`src/hdl/sysctl_pkg.sv`:
```
/*
 * Shared constants and carriers of the wakeup timer and low-voltage control block:
 * register offsets, field positions, reset values, timing counts, packed register images.
 * Assumes a 100 MHz bus clock and a 32-bit AXI4-Lite register bus.
 */
package sysctl_pkg;

   // ==========================================================================
   // Register map
   localparam logic [11:0] WAKEUP_CTRL_OFFS = 12'h000;
   localparam logic [11:0] LOWV_CTRL_OFFS   = 12'h004;
   localparam logic [11:0] IRQ_STATUS_OFFS  = 12'h008;
   localparam logic [11:0] IRQ_MASK_OFFS    = 12'h00C;

   // ==========================================================================
   // Field positions
   localparam int FLAG_BIT      = 7;
   localparam int ACK_BIT       = 6;
   localparam int WAKE_CLKS_BIT = 5;
   localparam int WAKE_IE_BIT   = 4;
   localparam int LV_IE_BIT     = 5;
   localparam int LV_RE_BIT     = 4;
   localparam int LV_SE_BIT     = 3;
   localparam int LV_DE_BIT     = 2;
   localparam int LV_RSVD_BIT   = 1;
   localparam int LV_BANDGAP_BUFFER_ENABLE_BIT   = 0;
   localparam int EVT_WAKE_BIT  = 0;
   localparam int EVT_LOWV_BIT  = 1;
   localparam int EVT_W         = 2;

   // ==========================================================================
   // Reset values
   localparam logic [7:0]       WAKEUP_CTRL_RST = 8'h00;
   localparam logic [7:0]       LOWV_CTRL_RST   = 8'h00;
   localparam logic [EVT_W-1:0] IRQ_MASK_RST    = 2'h0;

   // ==========================================================================
   // Timing
   localparam int CLK_PERIOD_NS  = 10;
   localparam int SLOW_PERIOD_NS = 1000000;
   localparam int FAST_PERIOD_NS = 31250;
   localparam int SLOW_TICK_CYCLES = SLOW_PERIOD_NS / CLK_PERIOD_NS;
   localparam int FAST_TICK_CYCLES = FAST_PERIOD_NS / CLK_PERIOD_NS;
   localparam int FAST_SHIFT = 5;
   localparam logic [15:0] WAKE_PERIOD_TICKS [0:7] = '{
      16'h0000, 16'h0008, 16'h0020, 16'h0040, 16'h0080, 16'h0100, 16'h0200, 16'h0400};

   // ==========================================================================
   // AXI responses
   localparam logic [1:0] RESP_OKAY   = 2'h0;
   localparam logic [1:0] RESP_SLVERR = 2'h2;

   // ==========================================================================
   // Register images
   typedef struct packed {
      logic       flag;
      logic       ack;
      logic       clkSel;
      logic       irqEn;
      logic       rsvd;
      logic [2:0] period;
   } wakeup_ctrl_t;

   typedef struct packed {
      logic flag;
      logic ack;
      logic irqEn;
      logic resetEn;
      logic stopEn;
      logic detectEn;
      logic rsvd;
      logic bandgapEn;
   } lowv_ctrl_t;

endpackage : sysctl_pkg

```
`src/hdl/wakeup_lowv_ctrl.sv`:
```
/*
 * Periodic wakeup timer and low-voltage detect control, with an AXI4-Lite register slave,
 * sticky event status, interrupt mask and one combined interrupt.
 * Assumes one 100 MHz clock, an asynchronous comparator level, and stop mode from logic on clk.
 */
// Summary of operation
// Timer end of period sets timeout flag
// Ack write of 1 clears flag
// Clock select: 0 slow, 1 fast
// Interrupt enable gates timeout interrupt
// Period code zero disables timer
// Slow source periods 8 to 1024 ticks
// Fast source periods 256 to 32768 ticks
// First timeout may come early
// Detect event sets flag while enabled
// Low-voltage ack write clears flag
// Interrupt enable requests interrupt on flag
// Reset enable forces reset on flag
// Stop enable keeps detection during stop
// Detect enable gates whole detector
// Bandgap buffer enable bit drives buffer
// Write-once bits accept first write only
// Software writes reserved bit as zero
// Comparator input synchronised, used as event
`timescale 1ns/10ps
`default_nettype none

module wakeup_lowv_ctrl #(
   parameter int SLOW_TICK_CYCLES = sysctl_pkg::SLOW_TICK_CYCLES,
   parameter int FAST_TICK_CYCLES = sysctl_pkg::FAST_TICK_CYCLES
) (
   input  wire logic        clk,
   input  wire logic        rstn,
   // AXI4-Lite slave
   input  wire logic        awvalid,
   output logic             awready,
   input  wire logic [11:0] awaddr,
   input  wire logic        wvalid,
   output logic             wready,
   input  wire logic [31:0] wdata,
   input  wire logic [3:0]  wstrb,
   output logic             bvalid,
   input  wire logic        bready,
   output logic [1:0]       bresp,
   input  wire logic        arvalid,
   output logic             arready,
   input  wire logic [11:0] araddr,
   output logic             rvalid,
   input  wire logic        rready,
   output logic [31:0]      rdata,
   output logic [1:0]       rresp,
   // System side
   input  wire logic        lowVoltRaw,
   input  wire logic        stopMode,
   output logic             wakeupIrq,
   output logic             lowVoltIrq,
   output logic             lowVoltResetReq,
   output logic             lowVoltDetectorOn,
   output logic             bandgapBufferEnable,
   output logic             irq
);

   // ==========================================================================
   // Declarations
   sysctl_pkg::wakeup_ctrl_t             wake_q;
   sysctl_pkg::lowv_ctrl_t               lowv_q;
   logic [sysctl_pkg::EVT_W-1:0]         status_q;
   logic [sysctl_pkg::EVT_W-1:0]         mask_q;
   logic                                 detectWritten_q;
   logic                                 resetWritten_q;
   logic [15:0]                          wakeCount_q;
   logic [15:0]                          periodTicks;
   logic                                 slowTick;
   logic                                 fastTick;
   logic                                 srcTick;
   logic                                 timeout;
   logic                                 lowVoltSync;
   logic                                 detectActive;
   logic                                 lowVoltSet;
   logic                                 awHeld_q;
   logic                                 wHeld_q;
   logic [11:0]                          wrAddr_q;
   logic [31:0]                          wrData_q;
   logic [3:0]                           wrStrb_q;
   logic                                 wrFire;
   logic                                 wrLane0;
   logic                                 wrWake;
   logic                                 wrLowv;
   logic                                 wrStatus;
   logic                                 wrMask;
   logic [7:0]                           wrByte;
   logic [31:0]                          rdWord;
   logic                                 rdHit;

   // ==========================================================================
   // Slow and fast tick sources
   tick_divider #(
      .DIV (SLOW_TICK_CYCLES)
   ) u_slow_div (
      .clk  (clk),
      .rstn (rstn),
      .tick (slowTick)
   );

   tick_divider #(
      .DIV (FAST_TICK_CYCLES)
   ) u_fast_div (
      .clk  (clk),
      .rstn (rstn),
      .tick (fastTick)
   );

   // Comparator level into clk domain
   level_sync u_lowv_sync (
      .clk   (clk),
      .rstn  (rstn),
      .async (lowVoltRaw),
      .sync  (lowVoltSync)
   );

   // ==========================================================================
   // AXI write channel
   assign awready = !awHeld_q && !bvalid;
   assign wready  = !wHeld_q && !bvalid;
   assign wrFire  = awHeld_q && wHeld_q && !bvalid;

   always_ff @(posedge clk) begin
      if (!rstn) begin
         awHeld_q <= 1'b0;
         wrAddr_q <= 12'h000;
      end else if (awvalid && awready) begin
         awHeld_q <= 1'b1;
         wrAddr_q <= awaddr;
      end else if (wrFire) begin
         awHeld_q <= 1'b0;
      end
   end

   always_ff @(posedge clk) begin
      if (!rstn) begin
         wHeld_q  <= 1'b0;
         wrData_q <= 32'h0000_0000;
         wrStrb_q <= 4'h0;
      end else if (wvalid && wready) begin
         wHeld_q  <= 1'b1;
         wrData_q <= wdata;
         wrStrb_q <= wstrb;
      end else if (wrFire) begin
         wHeld_q <= 1'b0;
      end
   end

   // Write decode
   always_comb begin
      wrWake   = 1'b0;
      wrLowv   = 1'b0;
      wrStatus = 1'b0;
      wrMask   = 1'b0;
      if (wrAddr_q == sysctl_pkg::WAKEUP_CTRL_OFFS) begin
         wrWake = 1'b1;
      end else if (wrAddr_q == sysctl_pkg::LOWV_CTRL_OFFS) begin
         wrLowv = 1'b1;
      end else if (wrAddr_q == sysctl_pkg::IRQ_STATUS_OFFS) begin
         wrStatus = 1'b1;
      end else if (wrAddr_q == sysctl_pkg::IRQ_MASK_OFFS) begin
         wrMask = 1'b1;
      end
   end

   assign wrLane0 = wrFire && wrStrb_q[0];
   assign wrByte  = wrData_q[7:0];

   always_ff @(posedge clk) begin
      if (!rstn) begin
         bvalid <= 1'b0;
         bresp  <= sysctl_pkg::RESP_OKAY;
      end else if (wrFire) begin
         bvalid <= 1'b1;
         bresp  <= (wrWake || wrLowv || wrStatus || wrMask) ?
                   sysctl_pkg::RESP_OKAY : sysctl_pkg::RESP_SLVERR;
      end else if (bready) begin
         bvalid <= 1'b0;
      end
   end

   // ==========================================================================
   // AXI read channel
   assign arready = !rvalid;

   always_comb begin
      rdWord = 32'h0000_0000;
      rdHit  = 1'b1;
      if (araddr == sysctl_pkg::WAKEUP_CTRL_OFFS) begin
         rdWord[7:0] = {wake_q.flag, 1'b0, wake_q.clkSel, wake_q.irqEn, 1'b0,
                        wake_q.period};
      end else if (araddr == sysctl_pkg::LOWV_CTRL_OFFS) begin
         rdWord[7:0] = {lowv_q.flag, 1'b0, lowv_q.irqEn, lowv_q.resetEn, lowv_q.stopEn,
                        lowv_q.detectEn, 1'b0, lowv_q.bandgapEn};
      end else if (araddr == sysctl_pkg::IRQ_STATUS_OFFS) begin
         rdWord[sysctl_pkg::EVT_W-1:0] = status_q;
      end else if (araddr == sysctl_pkg::IRQ_MASK_OFFS) begin
         rdWord[sysctl_pkg::EVT_W-1:0] = mask_q;
      end else begin
         rdHit = 1'b0;
      end
   end

   always_ff @(posedge clk) begin
      if (!rstn) begin
         rvalid <= 1'b0;
         rdata  <= 32'h0000_0000;
         rresp  <= sysctl_pkg::RESP_OKAY;
      end else if (arvalid && arready) begin
         rvalid <= 1'b1;
         rdata  <= rdWord;
         rresp  <= rdHit ? sysctl_pkg::RESP_OKAY : sysctl_pkg::RESP_SLVERR;
      end else if (rready) begin
         rvalid <= 1'b0;
      end
   end

   // ==========================================================================
   // Wakeup timer control fields
   always_ff @(posedge clk) begin
      if (!rstn) begin
         wake_q.clkSel <= sysctl_pkg::WAKEUP_CTRL_RST[sysctl_pkg::WAKE_CLKS_BIT];
         wake_q.irqEn  <= sysctl_pkg::WAKEUP_CTRL_RST[sysctl_pkg::WAKE_IE_BIT];
         wake_q.period <= sysctl_pkg::WAKEUP_CTRL_RST[2:0];
      end else if (wrLane0 && wrWake) begin
         wake_q.clkSel <= wrByte[sysctl_pkg::WAKE_CLKS_BIT];
         wake_q.irqEn  <= wrByte[sysctl_pkg::WAKE_IE_BIT];
         wake_q.period <= wrByte[2:0];
      end
   end

   // Write-only and reserved positions hold nothing
   always_ff @(posedge clk) begin
      if (!rstn) begin
         wake_q.ack  <= 1'b0;
         wake_q.rsvd <= 1'b0;
         lowv_q.ack  <= 1'b0;
         lowv_q.rsvd <= 1'b0;
      end
   end

   // Timeout flag, set wins over ack
   always_ff @(posedge clk) begin
      if (!rstn) begin
         wake_q.flag <= sysctl_pkg::WAKEUP_CTRL_RST[sysctl_pkg::FLAG_BIT];
      end else if (timeout) begin
         wake_q.flag <= 1'b1;
      end else if (wrLane0 && wrWake && wrByte[sysctl_pkg::ACK_BIT]) begin
         wake_q.flag <= 1'b0;
      end
   end

   // ==========================================================================
   // Wakeup timer counter
   assign srcTick     = wake_q.clkSel ? fastTick : slowTick;
   assign periodTicks = wake_q.clkSel ?
                        (sysctl_pkg::WAKE_PERIOD_TICKS[wake_q.period] << sysctl_pkg::FAST_SHIFT)
                        : sysctl_pkg::WAKE_PERIOD_TICKS[wake_q.period];
   // Dividers run free, so the first period may be short by part of a tick
   assign timeout = srcTick && (wake_q.period != 3'h0)
                    && (wakeCount_q >= periodTicks - 16'h0001);

   always_ff @(posedge clk) begin
      if (!rstn) begin
         wakeCount_q <= 16'h0000;
      end else if (wake_q.period == 3'h0) begin
         wakeCount_q <= 16'h0000;
      end else if (timeout) begin
         wakeCount_q <= 16'h0000;
      end else if (srcTick) begin
         wakeCount_q <= wakeCount_q + 16'h0001;
      end
   end

   assign wakeupIrq = wake_q.flag && wake_q.irqEn;

   // ==========================================================================
   // Low-voltage control fields
   always_ff @(posedge clk) begin
      if (!rstn) begin
         lowv_q.irqEn     <= sysctl_pkg::LOWV_CTRL_RST[sysctl_pkg::LV_IE_BIT];
         lowv_q.stopEn    <= sysctl_pkg::LOWV_CTRL_RST[sysctl_pkg::LV_SE_BIT];
         lowv_q.bandgapEn <= sysctl_pkg::LOWV_CTRL_RST[sysctl_pkg::LV_BANDGAP_BUFFER_ENABLE_BIT];
      end else if (wrLane0 && wrLowv) begin
         lowv_q.irqEn     <= wrByte[sysctl_pkg::LV_IE_BIT];
         lowv_q.stopEn    <= wrByte[sysctl_pkg::LV_SE_BIT];
         lowv_q.bandgapEn <= wrByte[sysctl_pkg::LV_BANDGAP_BUFFER_ENABLE_BIT];
      end
   end

   // Write-once bits
   always_ff @(posedge clk) begin
      if (!rstn) begin
         lowv_q.detectEn <= sysctl_pkg::LOWV_CTRL_RST[sysctl_pkg::LV_DE_BIT];
         detectWritten_q <= 1'b0;
      end else if (wrLane0 && wrLowv && !detectWritten_q) begin
         lowv_q.detectEn <= wrByte[sysctl_pkg::LV_DE_BIT];
         detectWritten_q <= 1'b1;
      end
   end

   always_ff @(posedge clk) begin
      if (!rstn) begin
         lowv_q.resetEn <= sysctl_pkg::LOWV_CTRL_RST[sysctl_pkg::LV_RE_BIT];
         resetWritten_q <= 1'b0;
      end else if (wrLane0 && wrLowv && !resetWritten_q) begin
         lowv_q.resetEn <= wrByte[sysctl_pkg::LV_RE_BIT];
         resetWritten_q <= 1'b1;
      end
   end

   // ==========================================================================
   // Low-voltage detector
   assign detectActive = lowv_q.detectEn && (!stopMode || lowv_q.stopEn);
   assign lowVoltSet   = detectActive && lowVoltSync;

   always_ff @(posedge clk) begin
      if (!rstn) begin
         lowv_q.flag <= sysctl_pkg::LOWV_CTRL_RST[sysctl_pkg::FLAG_BIT];
      end else if (lowVoltSet) begin
         lowv_q.flag <= 1'b1;
      end else if (wrLane0 && wrLowv && wrByte[sysctl_pkg::ACK_BIT]) begin
         lowv_q.flag <= 1'b0;
      end
   end

   assign lowVoltIrq          = lowv_q.flag && lowv_q.irqEn;
   assign lowVoltResetReq     = lowv_q.flag && lowv_q.resetEn && lowv_q.detectEn;
   assign lowVoltDetectorOn   = detectActive;
   assign bandgapBufferEnable = lowv_q.bandgapEn;

   // ==========================================================================
   // Sticky event status and mask
   always_ff @(posedge clk) begin
      if (!rstn) begin
         mask_q <= sysctl_pkg::IRQ_MASK_RST;
      end else if (wrLane0 && wrMask) begin
         mask_q <= wrByte[sysctl_pkg::EVT_W-1:0];
      end
   end

   always_ff @(posedge clk) begin
      if (!rstn) begin
         status_q <= '0;
      end else begin
         if (timeout) begin
            status_q[sysctl_pkg::EVT_WAKE_BIT] <= 1'b1;
         end else if (wrLane0 && wrStatus && wrByte[sysctl_pkg::EVT_WAKE_BIT]) begin
            status_q[sysctl_pkg::EVT_WAKE_BIT] <= 1'b0;
         end
         if (lowVoltSet) begin
            status_q[sysctl_pkg::EVT_LOWV_BIT] <= 1'b1;
         end else if (wrLane0 && wrStatus && wrByte[sysctl_pkg::EVT_LOWV_BIT]) begin
            status_q[sysctl_pkg::EVT_LOWV_BIT] <= 1'b0;
         end
      end
   end

   assign irq = |(status_q & mask_q);

endmodule : wakeup_lowv_ctrl

`default_nettype wire

```
`src/hdl/level_sync.sv`:
```
/*
 * Two-flip-flop synchroniser for one asynchronous level.
 * Assumes the input is a slowly changing level, not a short pulse.
 */
`timescale 1ns/10ps
`default_nettype none

module level_sync (
   input  wire logic clk,
   input  wire logic rstn,
   input  wire logic async,
   output logic      sync
);

   logic meta_q;

   always_ff @(posedge clk) begin
      if (!rstn) begin
         meta_q <= 1'b0;
         sync   <= 1'b0;
      end else begin
         meta_q <= async;
         sync   <= meta_q;
      end
   end

endmodule : level_sync

`default_nettype wire

```
`src/hdl/tick_divider.sv`:
```
/*
 * Free-running divider giving a one-cycle enable pulse every DIV clock cycles.
 * Assumes DIV is at least 2.
 */
`timescale 1ns/10ps
`default_nettype none

module tick_divider #(
   parameter int DIV = 100000
) (
   input  wire logic clk,
   input  wire logic rstn,
   output logic      tick
);

   localparam int CW = $clog2(DIV);
   localparam logic [CW-1:0] LAST = CW'(DIV - 1);

   logic [CW-1:0] count_q;

   always_ff @(posedge clk) begin
      if (!rstn) begin
         count_q <= '0;
         tick    <= 1'b0;
      end else begin
         tick    <= (count_q == LAST);
         count_q <= (count_q == LAST) ? '0 : count_q + CW'(1);
      end
   end

endmodule : tick_divider

`default_nettype wire

```
`config.mk`:
```
export PLATFORM = sky130hd
export DESIGN_NAME = wakeup_lowv_ctrl
export DESIGN_NICKNAME = d
export VERILOG_FILES = /design/src/hdl/sysctl_pkg.sv /design/src/hdl/wakeup_lowv_ctrl.sv /design/src/hdl/level_sync.sv /design/src/hdl/tick_divider.sv
export SDC_FILE = /design/constraint.sdc
export NUM_CORES = 1
export LEC_CHECK = 0
export ABC_AREA = 1
export BUFFER_PORTS_ARGS = -buffer_cell sky130_fd_sc_hd__buf_2
export CORE_MARGIN = 1
export CORE_UTILIZATION = 25
export DETAILED_ROUTE_END_ITERATION = 8
export GPL_TIMING_DRIVEN = 0
export PLACE_DENSITY_LB_ADDON = 0.25
export SETUP_SLACK_MARGIN = 0.4
export SLEW_MARGIN = 25
export SYNTH_ARGS = -nofsm -noshare
export SYNTH_HDL_FRONTEND = slang
export SYNTH_SLANG_ARGS = --single-unit
```
`constraint.sdc`:
```
create_clock -name clk -period 2.2 [get_ports clk]
set_input_delay 0 -clock clk [delete_from_list [all_inputs] [get_ports clk]]
set_output_delay 0 -clock clk [all_outputs]
set_load 0.01 [all_outputs]
```
==> summary.md, run 1 <==
| Metric | Value |
|---|---|
| Status | finished, violations left |
| Violated checks | setup timing |
| Die area | around 22,000 µm² |
| Hold/Removal Path Class | input pin to flip-flop |
| Via density | 4.11 |
| Power Total | 4010 µW |
| Worst-path clk slew | around 70 ps |
| Clock Sinks | 100 |
| CP required | approximately 2400 ps |
| Final layout net count | roughly 950 |
| Final WL | 12.3 mm |
| CTS Buf Count | 9 |
| Fmax achieved | around 0.4 GHz |
| Most common cell after layout, fill and taps aside | nor2_1 |
| Yosys reg bits | 100 |
| WS Path Type | flip-flop to flip-flop |
| WL/cell | 10.8 µm |
| Syn avg cell area | 7.27 µm² |
| Syn. warnings | 0 |
| Peak supply drop | 0.365 mV |
| Ratio of cells with drive above 1 in the final layout | 0.219 |
| Die height | between 100 and 150 µm |
| GPL Wtd Cong | 0.794 |
| Final ANT Viol Nets | 0 |
| DRT Pass-1 Iters | 4 |
| Slowest CP cell | dfxtp_4 |
| Clock period minus worst slack | 2470 ps |
| Unrepaired setup endpoints after global routing | yes |
| Inst Count DP | 1,074 |
| Worst clock skew | 8.56 ps |
| Mapped Area | approximately 5200 µm² |
| Setup ws final | -273 ps |
| Diode count | 0 |
| Pins Over Slew Limit | 0 |
| Clock Latency Late Sink | 350 ps |
| # IOs | about 120 |
| Worst Setup End Kind | flip-flop |
| DRT iter0 DRCs | 171 |
| Site Rows | 52 |
| CTS tree | built |
| CP Max Fanout | 5 |
| Final period util | 1.12 |
| Post-route non-filler standard cell count | ~1,100 |
| Vias | 4,664 |
| Seq/Total Area, Yosys | 0.383 |
| Initial core utilization | 0.257 |
| Die width | roughly 150 µm |
| Pwr Density | roughly 600 nW/µm² |
| Worst-Margin Slew | 528 ps |
| Sum Neg Setup Slack | -4290 ps |
| Global router's overall resource usage | 0.120 |
| Vias in the first global route | 4,341 |
| Core area | 20,400 µm² |
| Grt total ovfl | 0 |
| Area grow syn2layout | 30.5% |
| Max stage delay on crit path | about 380 ps |
| CP bufs+invs | 3 |
| Most frequent cells in the layout | 112 x nor2_1, 110 x nand2_1, 96 x dfxtp_1 |
| Relative slew slack | 0.648 |
| Crit path launch type | flip-flop |
| Cell variety after synth | 40 |
| LEAKAGE | 0.00301 µW |
| CP delay by family, top | simple AND/OR/NAND/NOR gates |
| Arr. time, crit path | 2710 ps |
| Antenna violations before repair | 0 |
| Largest net degree at the start of global routing | 17 |
| Critical path cell sequence | inv_4 > nand4_1 > ha_2 > nand4_1 > o21bai_4 > xor2_1 > ha_1 > nand2_2 > nor2_4 > nand3_2 > nor2_1 > nand2_1 > nand2_1 > nand2_2 > nand2_4 > buf_6 > buf_12 > nor2_4 |
| Clk buf depth | 2 |
| I/O Buffers | ~60 |
| MaxCap Viol Count | 0 |
| H-tree levels | 3 |
| Clock root buffer | clkbuf_16 |
| Final setup viols | 18 |
| Final hold vios | 0 |
| DRC errors left | 0 |
| Cell count after synthesis | 719 |
| HPWL after DPL | approximately 9.0 mm |
| First-pass GRT wire length | 20.7 mm |
cell type report:
| cell class | count | area (µm²) |
|---|---|---|
| Multi-Input combinational cell | 506 | 2750 |
| Clock inverter | 5 | 85.1 |
| Timing Repair Buffer | 104 | 742 |
| Sequential cell | 100 | 2010 |
| Fill cell | 2198 | 13500 |
| Inverter | 97 | 374 |
| Clock buffer | 10 | 229 |
| Buffer | 42 | 290 |
| Tap cell | 270 | 338 |
sequential cells by signal (all words and copies together), names as in the netlist, 2 cells and up:
register,cells
wake_q,6
u_slow_div.count_q,17
wrData_q,7
status_q,2
wrAddr_q,12
rdata,7
lowv_q,5
wakeCount_q,16
u_fast_div.count_q,12
mask_q,2
per-stage QoR:
stage	cell area (µm²)	hold WS, ps	setup slack (ps)	utilization
after floorplan	5350	93.2	-57.8	-
after global placement	5990	187	-384	0.294
after detailed placement	5990	191	-387	0.294
after CTS	6750	6.19	-281	0.331
after global routing	6830	34.3	-455	0.335
final	6830	5.76	-273	0.335
report_power, final:
part	internal [µW]	switching, µW
clock	998	725
sequential	1870	33.4
combinational	168	214
synth_stat cells:
| cell type | n | area share |
|---|---|---|
| nand3b_1 | 1 | 0.0014 |
| nand4_1 | 19 | 0.023 |
| or2_2 | 2 | 0.0024 |
| a31oi_1 | 3 | 0.0036 |
| nand3_1 | 26 | 0.025 |
| ha_1 | 18 | 0.043 |
| or2_0 | 1 | 0.0012 |
| nor3_2 | 2 | 0.0038 |
| nor2_2 | 17 | 0.020 |
| nand2_8 | 1 | 0.0038 |
| nand2_2 | 4 | 0.0048 |
| nand3_2 | 2 | 0.0038 |
| nor4_4 | 2 | 0.0081 |
| nand2_1 | 112 | 0.080 |
| o21ai_0 | 47 | 0.045 |
| a21o_1 | 1 | 0.0014 |
| conb_1 | 1 | 0.00072 |
| o21a_1 | 1 | 0.0014 |
| nor2_1 | 116 | 0.083 |
| nor3b_1 | 3 | 0.0043 |
| xor2_1 | 19 | 0.032 |
| buf_6 | 1 | 0.0022 |
| mux2i_1 | 1 | 0.0019 |
| nor3_4 | 2 | 0.0062 |
| inv_2 | 6 | 0.0043 |
| nand2_4 | 2 | 0.0043 |
| clkbuf_1 | 6 | 0.0043 |
| xnor2_1 | 9 | 0.015 |
| o211ai_1 | 1 | 0.0014 |
| a211oi_1 | 3 | 0.0043 |
| nand3b_4 | 1 | 0.0038 |
| buf_4 | 29 | 0.042 |
| nor2_4 | 2 | 0.0043 |
| nor4_1 | 1 | 0.0012 |
| inv_1 | 91 | 0.065 |
| o21bai_1 | 3 | 0.0043 |
| dfxtp_1 | 100 | 0.38 |
| buf_2 | 6 | 0.0057 |
| nor3_1 | 12 | 0.011 |
| a21oi_1 | 45 | 0.043 |
what timing repair did:
action | CTS | global route
gates cloned | 1 | 0
gates resized for setup | 9 | 13
pin swaps | 2 | 2
setup buffers | 16 | 2
hold buffers | 26 | 0
setup endpoints to repair | 18 | 18
endpoints found under the hold margin | 25 | 0
worst register-to-register path, cell delays in order (launching register included):
cell	delay [ps]
dfxtp_4	380
inv_4	50
nand4_1	110
ha_2	190
nand4_1	130
o21bai_4	210
xor2_1	140
ha_1	290
nand2_2	70
nor2_4	100
nand3_2	60
nor2_1	80
nand2_1	60
nand2_1	70
nand2_2	70
nand2_4	100
buf_6	110
buf_12	110
nor2_4	30
layer usage:
| metal | global-route usage | part of all wire | vias up |
|---|---|---|---|
| met3 | 0.0294 | 0.032 | 16 |
| met5 | 0 | 0 | - |
| met2 | 0.193 | 0.45 | 78 |
| met1 | 0.157 | 0.50 | 2049 |
| met4 | 0.0380 | 0.013 | 0 |
| li1 | - | - | 2521 |
worst paths after layout:
path	start	endpoint	slack (ps)	cells after the start
setup reg to reg	wake_q[0]	wakeCount_q[6]	-270	18
hold / removal	stopMode	lowv_q[7]	6	4
hold reg to reg	u_lowv_sync.meta_q	u_lowv_sync.sync	410	2
setup / recovery	wake_q[0]	wakeCount_q[6]	-270	18
logic make-up after synthesis:
family                   count (synthesis)  synth area share
adder cells (fa/ha/maj)                 18            0.0431
AO/OA/AOI/OAI                          104             0.105
other                                    1          0.000717
XOR/XNOR                                28            0.0469
buffers and inverters                  139             0.123
flip-flops                             100             0.383
AND/OR/NAND/NOR                        328             0.297
multiplexers                             1           0.00191
Note: power is estimated with default switching activity, not from simulation.
==> inputs of run 2 (changes only) <==
--- a/config.mk
+++ b/config.mk
@@ -12,7 +12,9 @@
 export DETAILED_ROUTE_END_ITERATION = 8
 export GPL_TIMING_DRIVEN = 0
 export PLACE_DENSITY_LB_ADDON = 0.25
+export REMOVE_ABC_BUFFERS = 1
 export SETUP_SLACK_MARGIN = 0.4
+export SKIP_CTS_REPAIR_TIMING = 1
 export SLEW_MARGIN = 25
 export SYNTH_ARGS = -nofsm -noshare
 export SYNTH_HDL_FRONTEND = slang
==> summary.md, run 2 (synthesized netlist as in run 1, its figures left out) <==
| Metric | Value |
|---|---|
| DRT Pass-1 Iters | 4 |
| Vias in the first global route | a little under 4,000 |
| Clock Sinks | 100 |
| Final setup viols | 18 |
| Worst path depth | 17 |
| Power Internal | 2890 µW |
| Violated checks | hold timing, setup timing |
| CP delay by family, top | simple AND/OR/NAND/NOR gates |
| Sw power | 987 µW |
| Site Rows | 52 |
| Critical path cell sequence | inv_4 > nor2_4 > nand2_2 > ha_4 > nand4_1 > o21bai_1 > xor2_1 > ha_1 > nand2_2 > nor2_2 > nand3_1 > nor2_1 > nand2_1 > nand2_2 > nand2_4 > nand2_8 > nor2_1 |
| Final hold vios | 3 |
| Status | finished, violations left |
| CP Capture Point | wakeCount_q[0] |
| Pins Over Slew Limit | 0 |
| Unrepaired setup endpoints after global routing | yes |
| Crit. Startpoint | wake_q[0] |
| Biggest register | u_slow_div.count_q |
| Core area | 20,400 µm² |
| LEAKAGE | roughly 0.0027 µW |
| Clock root buffer | clkbuf_16 |
| Fillers | 2,235 |
| # IOs | 116 |
| Clock Latency Late Sink | 340 ps |
| Fmax achieved | 0.419 GHz |
| Comb power frac | 0.082 |
| CP bufs+invs | 1 |
| Clock period minus worst slack | 2390 ps |
| GPL Wtd Cong | between 0.7 and 0.8 |
| Power Total | 3880 µW |
| Worst Setup End Kind | flip-flop |
| Final WL | 11.4 mm |
| Max stage delay on crit path | 370 ps |
| Worst-path clk slew | 70 ps |
| Worst-Margin Slew | between 800 and 900 ps |
| Arr. time, crit path | 2620 ps |
| Relative slew slack | 0.435 |
| Met1 global-route usage | 0.147 |
| Busiest grt layer | met2 |
| MaxCap Viol Count | 0 |
| R2R Path End | wakeCount_q[0] |
| Worst clock skew | 10.5 ps |
| Die area | 21,500 µm² |
| R2R cell count | 17 |
| Cell mode on critical path | nand2_2 |
| DRC errors left | 0 |
| Routing usage on met2 | 0.165 |
| Hold/Removal Path Class | input pin to flip-flop |
| Switching share of total power | 0.254 |
| Most frequent cells in the layout | 108 x nand2_1, 108 x nor2_1, 96 x dfxtp_1 |
| Ratio of cells with drive above 1 in the final layout | 0.183 |
| Crit path launch type | flip-flop |
| HPWL after DPL | 8.13 mm |
| Top flop regs | u_slow_div.count_q x17, wakeCount_q x16 |
| Slowest CP cell | dfxtp_4 |
| WS Path Type | flip-flop to flip-flop |
| Final period util | 1.08 |
| WL/cell | around 11 µm |
| Initial core utilization | 0.257 |
| Largest net degree at the start of global routing | 38 |
| DRT iter0 DRCs | 211 |
| CTS tree | built |
| CP required | 2440 ps |
| Hold_ws | -44.6 ps |
| CTS Buf Count | 9 |
| Antenna violations before repair | 0 |
| Diode count | 0 |
| H-tree levels | 3 |
| Clk pwr share | 0.427 |
| Pwr Density | 606 nW/µm² |
| Clk buf depth | 2 |
| First-pass GRT wire length | 18.7 mm |
| Grt total ovfl | 0 |
| FF-to-FF Start | wake_q[0] |
| Vias | about 4,400 |
| Final layout net count | 890 |
| Global router's overall resource usage | 0.105 |
| Via density | between 4 and 5 |
| Die height | around 150 µm |
| Peak supply drop | 0.385 mV |
| Global Route met3 Usage | 0.0206 |
| Setup ws final | -186 ps |
| Final Util | 0.315 |
| Area grow syn2layout | 22.5% |
| Flop2flop setup slack | -190 ps |
| I/O Buffers | 60 |
| Sequential Power Share | 0.490 |
| CP Max Fanout | 8 |
| Final ANT Viol Nets | 0 |
| Max reg flops | 17 |
| Die width | roughly 150 µm |
-- run 2: power by group through the flow --
stage	Clock (µW)	Combinational [µW]	Sequential, µW
after floorplan	0	175	1950
after global placement	0	286	1950
after detailed placement	0	289	1950
after CTS	1730	290	1910
after global routing	1790	369	1910
final	1660	319	1900
-- run 2: layout make-up --
class | instances | area, µm² | area share
clock buffer | 9 | 225 | 0.0351
clock inverter | 7 | 85.1 | 0.0133
inverter | 97 | 377 | 0.0588
multi-input combinational | 507 | 2810 | 0.438
sequential | 100 | 2010 | 0.314
tap | 270 | 338 | 0.0527
timing repair buffer | 88 | 563 | 0.0879
-- run 2: worst reg2reg max path, delay by kind of cell (launching register included) --
kind,cells,cell delay (ps)
AOI/OAI and AO/OA,1,200
xor gates and xnor gates,1,150
adders and majority gates,2,440
buffers and inverters,1,90
DFF,1,370
and+or+nand+nor,12,1030
-- run 2: per-layer routing --
layer  vias up  part of all wire
li1       2412                 -
met1      1973              0.51
met2        55              0.46
met3         4             0.024
met4         0            0.0045
met5         -                 0
-- run 2: how the worst min path moves through the flow --
stage | from | to | cells past startpoint
after floorplan | stopMode | lowVoltDetectorOn | 1
after global placement | lowVoltRaw | u_lowv_sync.meta_q | 3
after detailed placement | lowVoltRaw | u_lowv_sync.meta_q | 3
after CTS | lowVoltRaw | u_lowv_sync.meta_q | 3
after global routing | wdata[1] | wrData_q[1] | 3
final | wdata[1] | wrData_q[1] | 3
-- run 2: through the flow --
step / TNS, ps / instance area (µm²) / setup slack [ps] / hold WS (ps) / std cells
finish: -2440 / 6410 / -186 / -44.6 / 1078
global route: -5230 / 6410 / -338 / 9.85 / 1078
CTS: -8780 / 5990 / -538 / -174 / 1049
detailed placement: -8500 / 5680 / -526 / 192 / 1033
global placement: -8830 / 5680 / -544 / 194 / 1033
floorplan: -2150 / 5050 / -158 / 93.2 / 703
==> inputs of run 3 (changes only) <==
--- a/config.mk
+++ b/config.mk
@@ -7,6 +7,8 @@
 export LEC_CHECK = 0
 export ABC_AREA = 1
 export BUFFER_PORTS_ARGS = -buffer_cell sky130_fd_sc_hd__buf_2
+export CELL_PAD_IN_SITES_DETAIL_PLACEMENT = 1
+export CELL_PAD_IN_SITES_GLOBAL_PLACEMENT = 2
 export CORE_MARGIN = 1
 export CORE_UTILIZATION = 25
 export DETAILED_ROUTE_END_ITERATION = 8
==> summary.md, run 3 (synthesized netlist as in run 1, its figures left out) <==
| Metric | Value |
|---|---|
| Status | finished, violations left |
| Violated checks | hold timing, setup timing |
| Final hold vios | 2 |
| H-tree levels | 3 |
| Arr. time, crit path | 2770 ps |
| Via density | ~4.3 |
| Area grow syn2layout | 24.0% |
| R2R Path End | wakeCount_q[0] |
| Worst clock skew | 6.75 ps |
| Biggest register | u_slow_div.count_q |
| Clk buf depth | 2 |
| Die width | 147 µm |
| Ratio of cells with drive above 1 in the final layout | 0.183 |
| Pwr Density | 628 nW/µm² |
| R2R cell count | 15 |
| Post-route non-filler standard cell count | roughly 1,100 |
| Largest net degree at the start of global routing | 38 |
| Fillers | 2,526 |
| DR WL met3 | 533 µm |
| Final WL | 13.6 mm |
| Die height | about 150 µm |
| Vias in the first global route | 4,696 |
| CP Capture Point | wakeCount_q[0] |
| FF-to-FF Start | wake_q[0] |
| CTS Buf Count | 9 |
| Met2 wire length | 6.65 mm |
| Most frequent cells in the layout | 109 x nand2_1, 109 x nor2_1, 96 x dfxtp_1 |
| Diode count | 0 |
| HPWL after DPL | 10.1 mm |
| Global router's overall resource usage | 0.132 |
| Site Rows | 52 |
| Die area | 21,500 µm² |
| Clock root buffer | clkbuf_16 |
| Final setup viols | 18 |
| Relative slew slack | 0.450 |
| GPL Wtd Cong | between 0.7 and 0.8 |
| Crit path launch type | flip-flop |
| I/O Buffers | 60 |
| Multi-input combinational cell area | 2830 µm² |
| Worst-Margin Slew | 824 ps |
| Vias | 4,639 |
| DP Worst Slack | -623 ps |
| Hold/Removal Path Class | input pin to flip-flop |
| Peak supply drop | 0.386 mV |
| Pins Over Slew Limit | 0 |
| WL/cell | between 10 and 15 µm |
| Core area | 20,400 µm² |
| Clock Sinks | 100 |
| Hold_ws | -34.1 ps |
| CP required | 2490 ps |
| Max layer used | met4 |
| Initial core utilization | 0.257 |
| Worst-path clk slew | 70 ps |
| First-pass GRT wire length | around 23 mm |
| DRC errors left | 0 |
| WS Path Type | flip-flop to flip-flop |
| DRT iter0 DRCs | between 100 and 150 |
| Antenna violations before repair | 0 |
| # IOs | 116 |
| Non-Filler Cell Area, Final | 6480 µm² |
| Placement Cell Area | approximately 5700 µm² |
| LEAKAGE | 0.00275 µW |
| Flop2flop setup slack | -280 ps |
| MaxCap Viol Count | 0 |
| Setup ws final | -279 ps |
| Top flop regs | u_slow_div.count_q x17, wakeCount_q x16 |
| Final period util | 1.13 |
| CP Max Fanout | 8 |
| DRT Pass-1 Iters | 4 |
| Clock Latency Late Sink | around 350 ps |
| Final Util | 0.318 |
| Unrepaired setup endpoints after global routing | yes |
| Grt total ovfl | 0 |
| DRT met1 WL | 6.27 mm |
| Register area | 2010 µm² |
| CTS tree | built |
| Worst Setup End Kind | flip-flop |
| Crit. Startpoint | wake_q[0] |
| Inst Count DP | between 1,000 and 1,500 |
| Fmax achieved | 0.403 GHz |
| Final ANT Viol Nets | 0 |
| Clock period minus worst slack | 2480 ps |
| Final layout net count | ~890 |
| Max reg flops | 17 |
==> run 3: cell types whose count changed in the layout (fill, tap and decap cells not counted), sizes merged <==
cell / change
bufinv: +2
dlygate4sd3: +2
inv: -1
clkbuf: +1
clkinv: -1
buf: +1
clkinvlp: -2
==> run 3: critical path: stages, from the launching register on <==
cell and delay (ps):
dfxtp_4 380, clkinv_4 70, nor2_2 120, nand2_1 100
ha_2 200, nand4_1 110, o21bai_4 140, xor2_1 200
ha_1 270, nand2_2 90, o21ai_1 90, a21oi_2 130
nand2_2 110, nand2_8 130, nand2_8 120, nor2_2 160
==> run 3: metrics by stage <==
stage | TNS, ps | total power (µW) | hold WS [ps]
after floorplan | -2150 | 2120 | 93.2
after global placement | -9360 | 2240 | 211
after detailed placement | -9980 | 2250 | 227
after CTS | -10150 | 4130 | -145
after global routing | -7510 | 4280 | 8.90
final | -4310 | 4070 | -34.1
==> run 3: power breakdown <==
group	total [µW]	switching, µW	internal, µW
clock network	1840	724	1120
logic	326	201	125
registers	1910	38.7	1870
total	4070	963	3110
==> run 3: worst min path at each step <==
| stage | cells after the start | from | to | slack, ps |
|---|---|---|---|---|
| floorplan | 1 | stopMode | lowVoltDetectorOn | 90 |
| global placement | 3 | lowVoltRaw | u_lowv_sync.meta_q | 210 |
| detailed placement | 3 | lowVoltRaw | u_lowv_sync.meta_q | 230 |
| CTS | 3 | lowVoltRaw | u_lowv_sync.meta_q | -140 |
| global route | 4 | arvalid | rdata[3] | 9 |
| finish | 3 | awaddr[3] | wrAddr_q[3] | -30 |
==> run 3: layout make-up <==
class,instances,share of cell area
inverter,97,0.0573
multi-input combinational,507,0.437
tap,270,0.0521
clock inverter,5,0.0166
sequential,100,0.311
timing repair buffer,91,0.0911
clock buffer,10,0.0353
==> run 3: routing by layer <==
layer	vias to the layer above	global-route usage
met5	-	0
met4	0	0.0349
met3	7	0.0350
met2	56	0.230
met1	2170	0.159
li1	2406	-
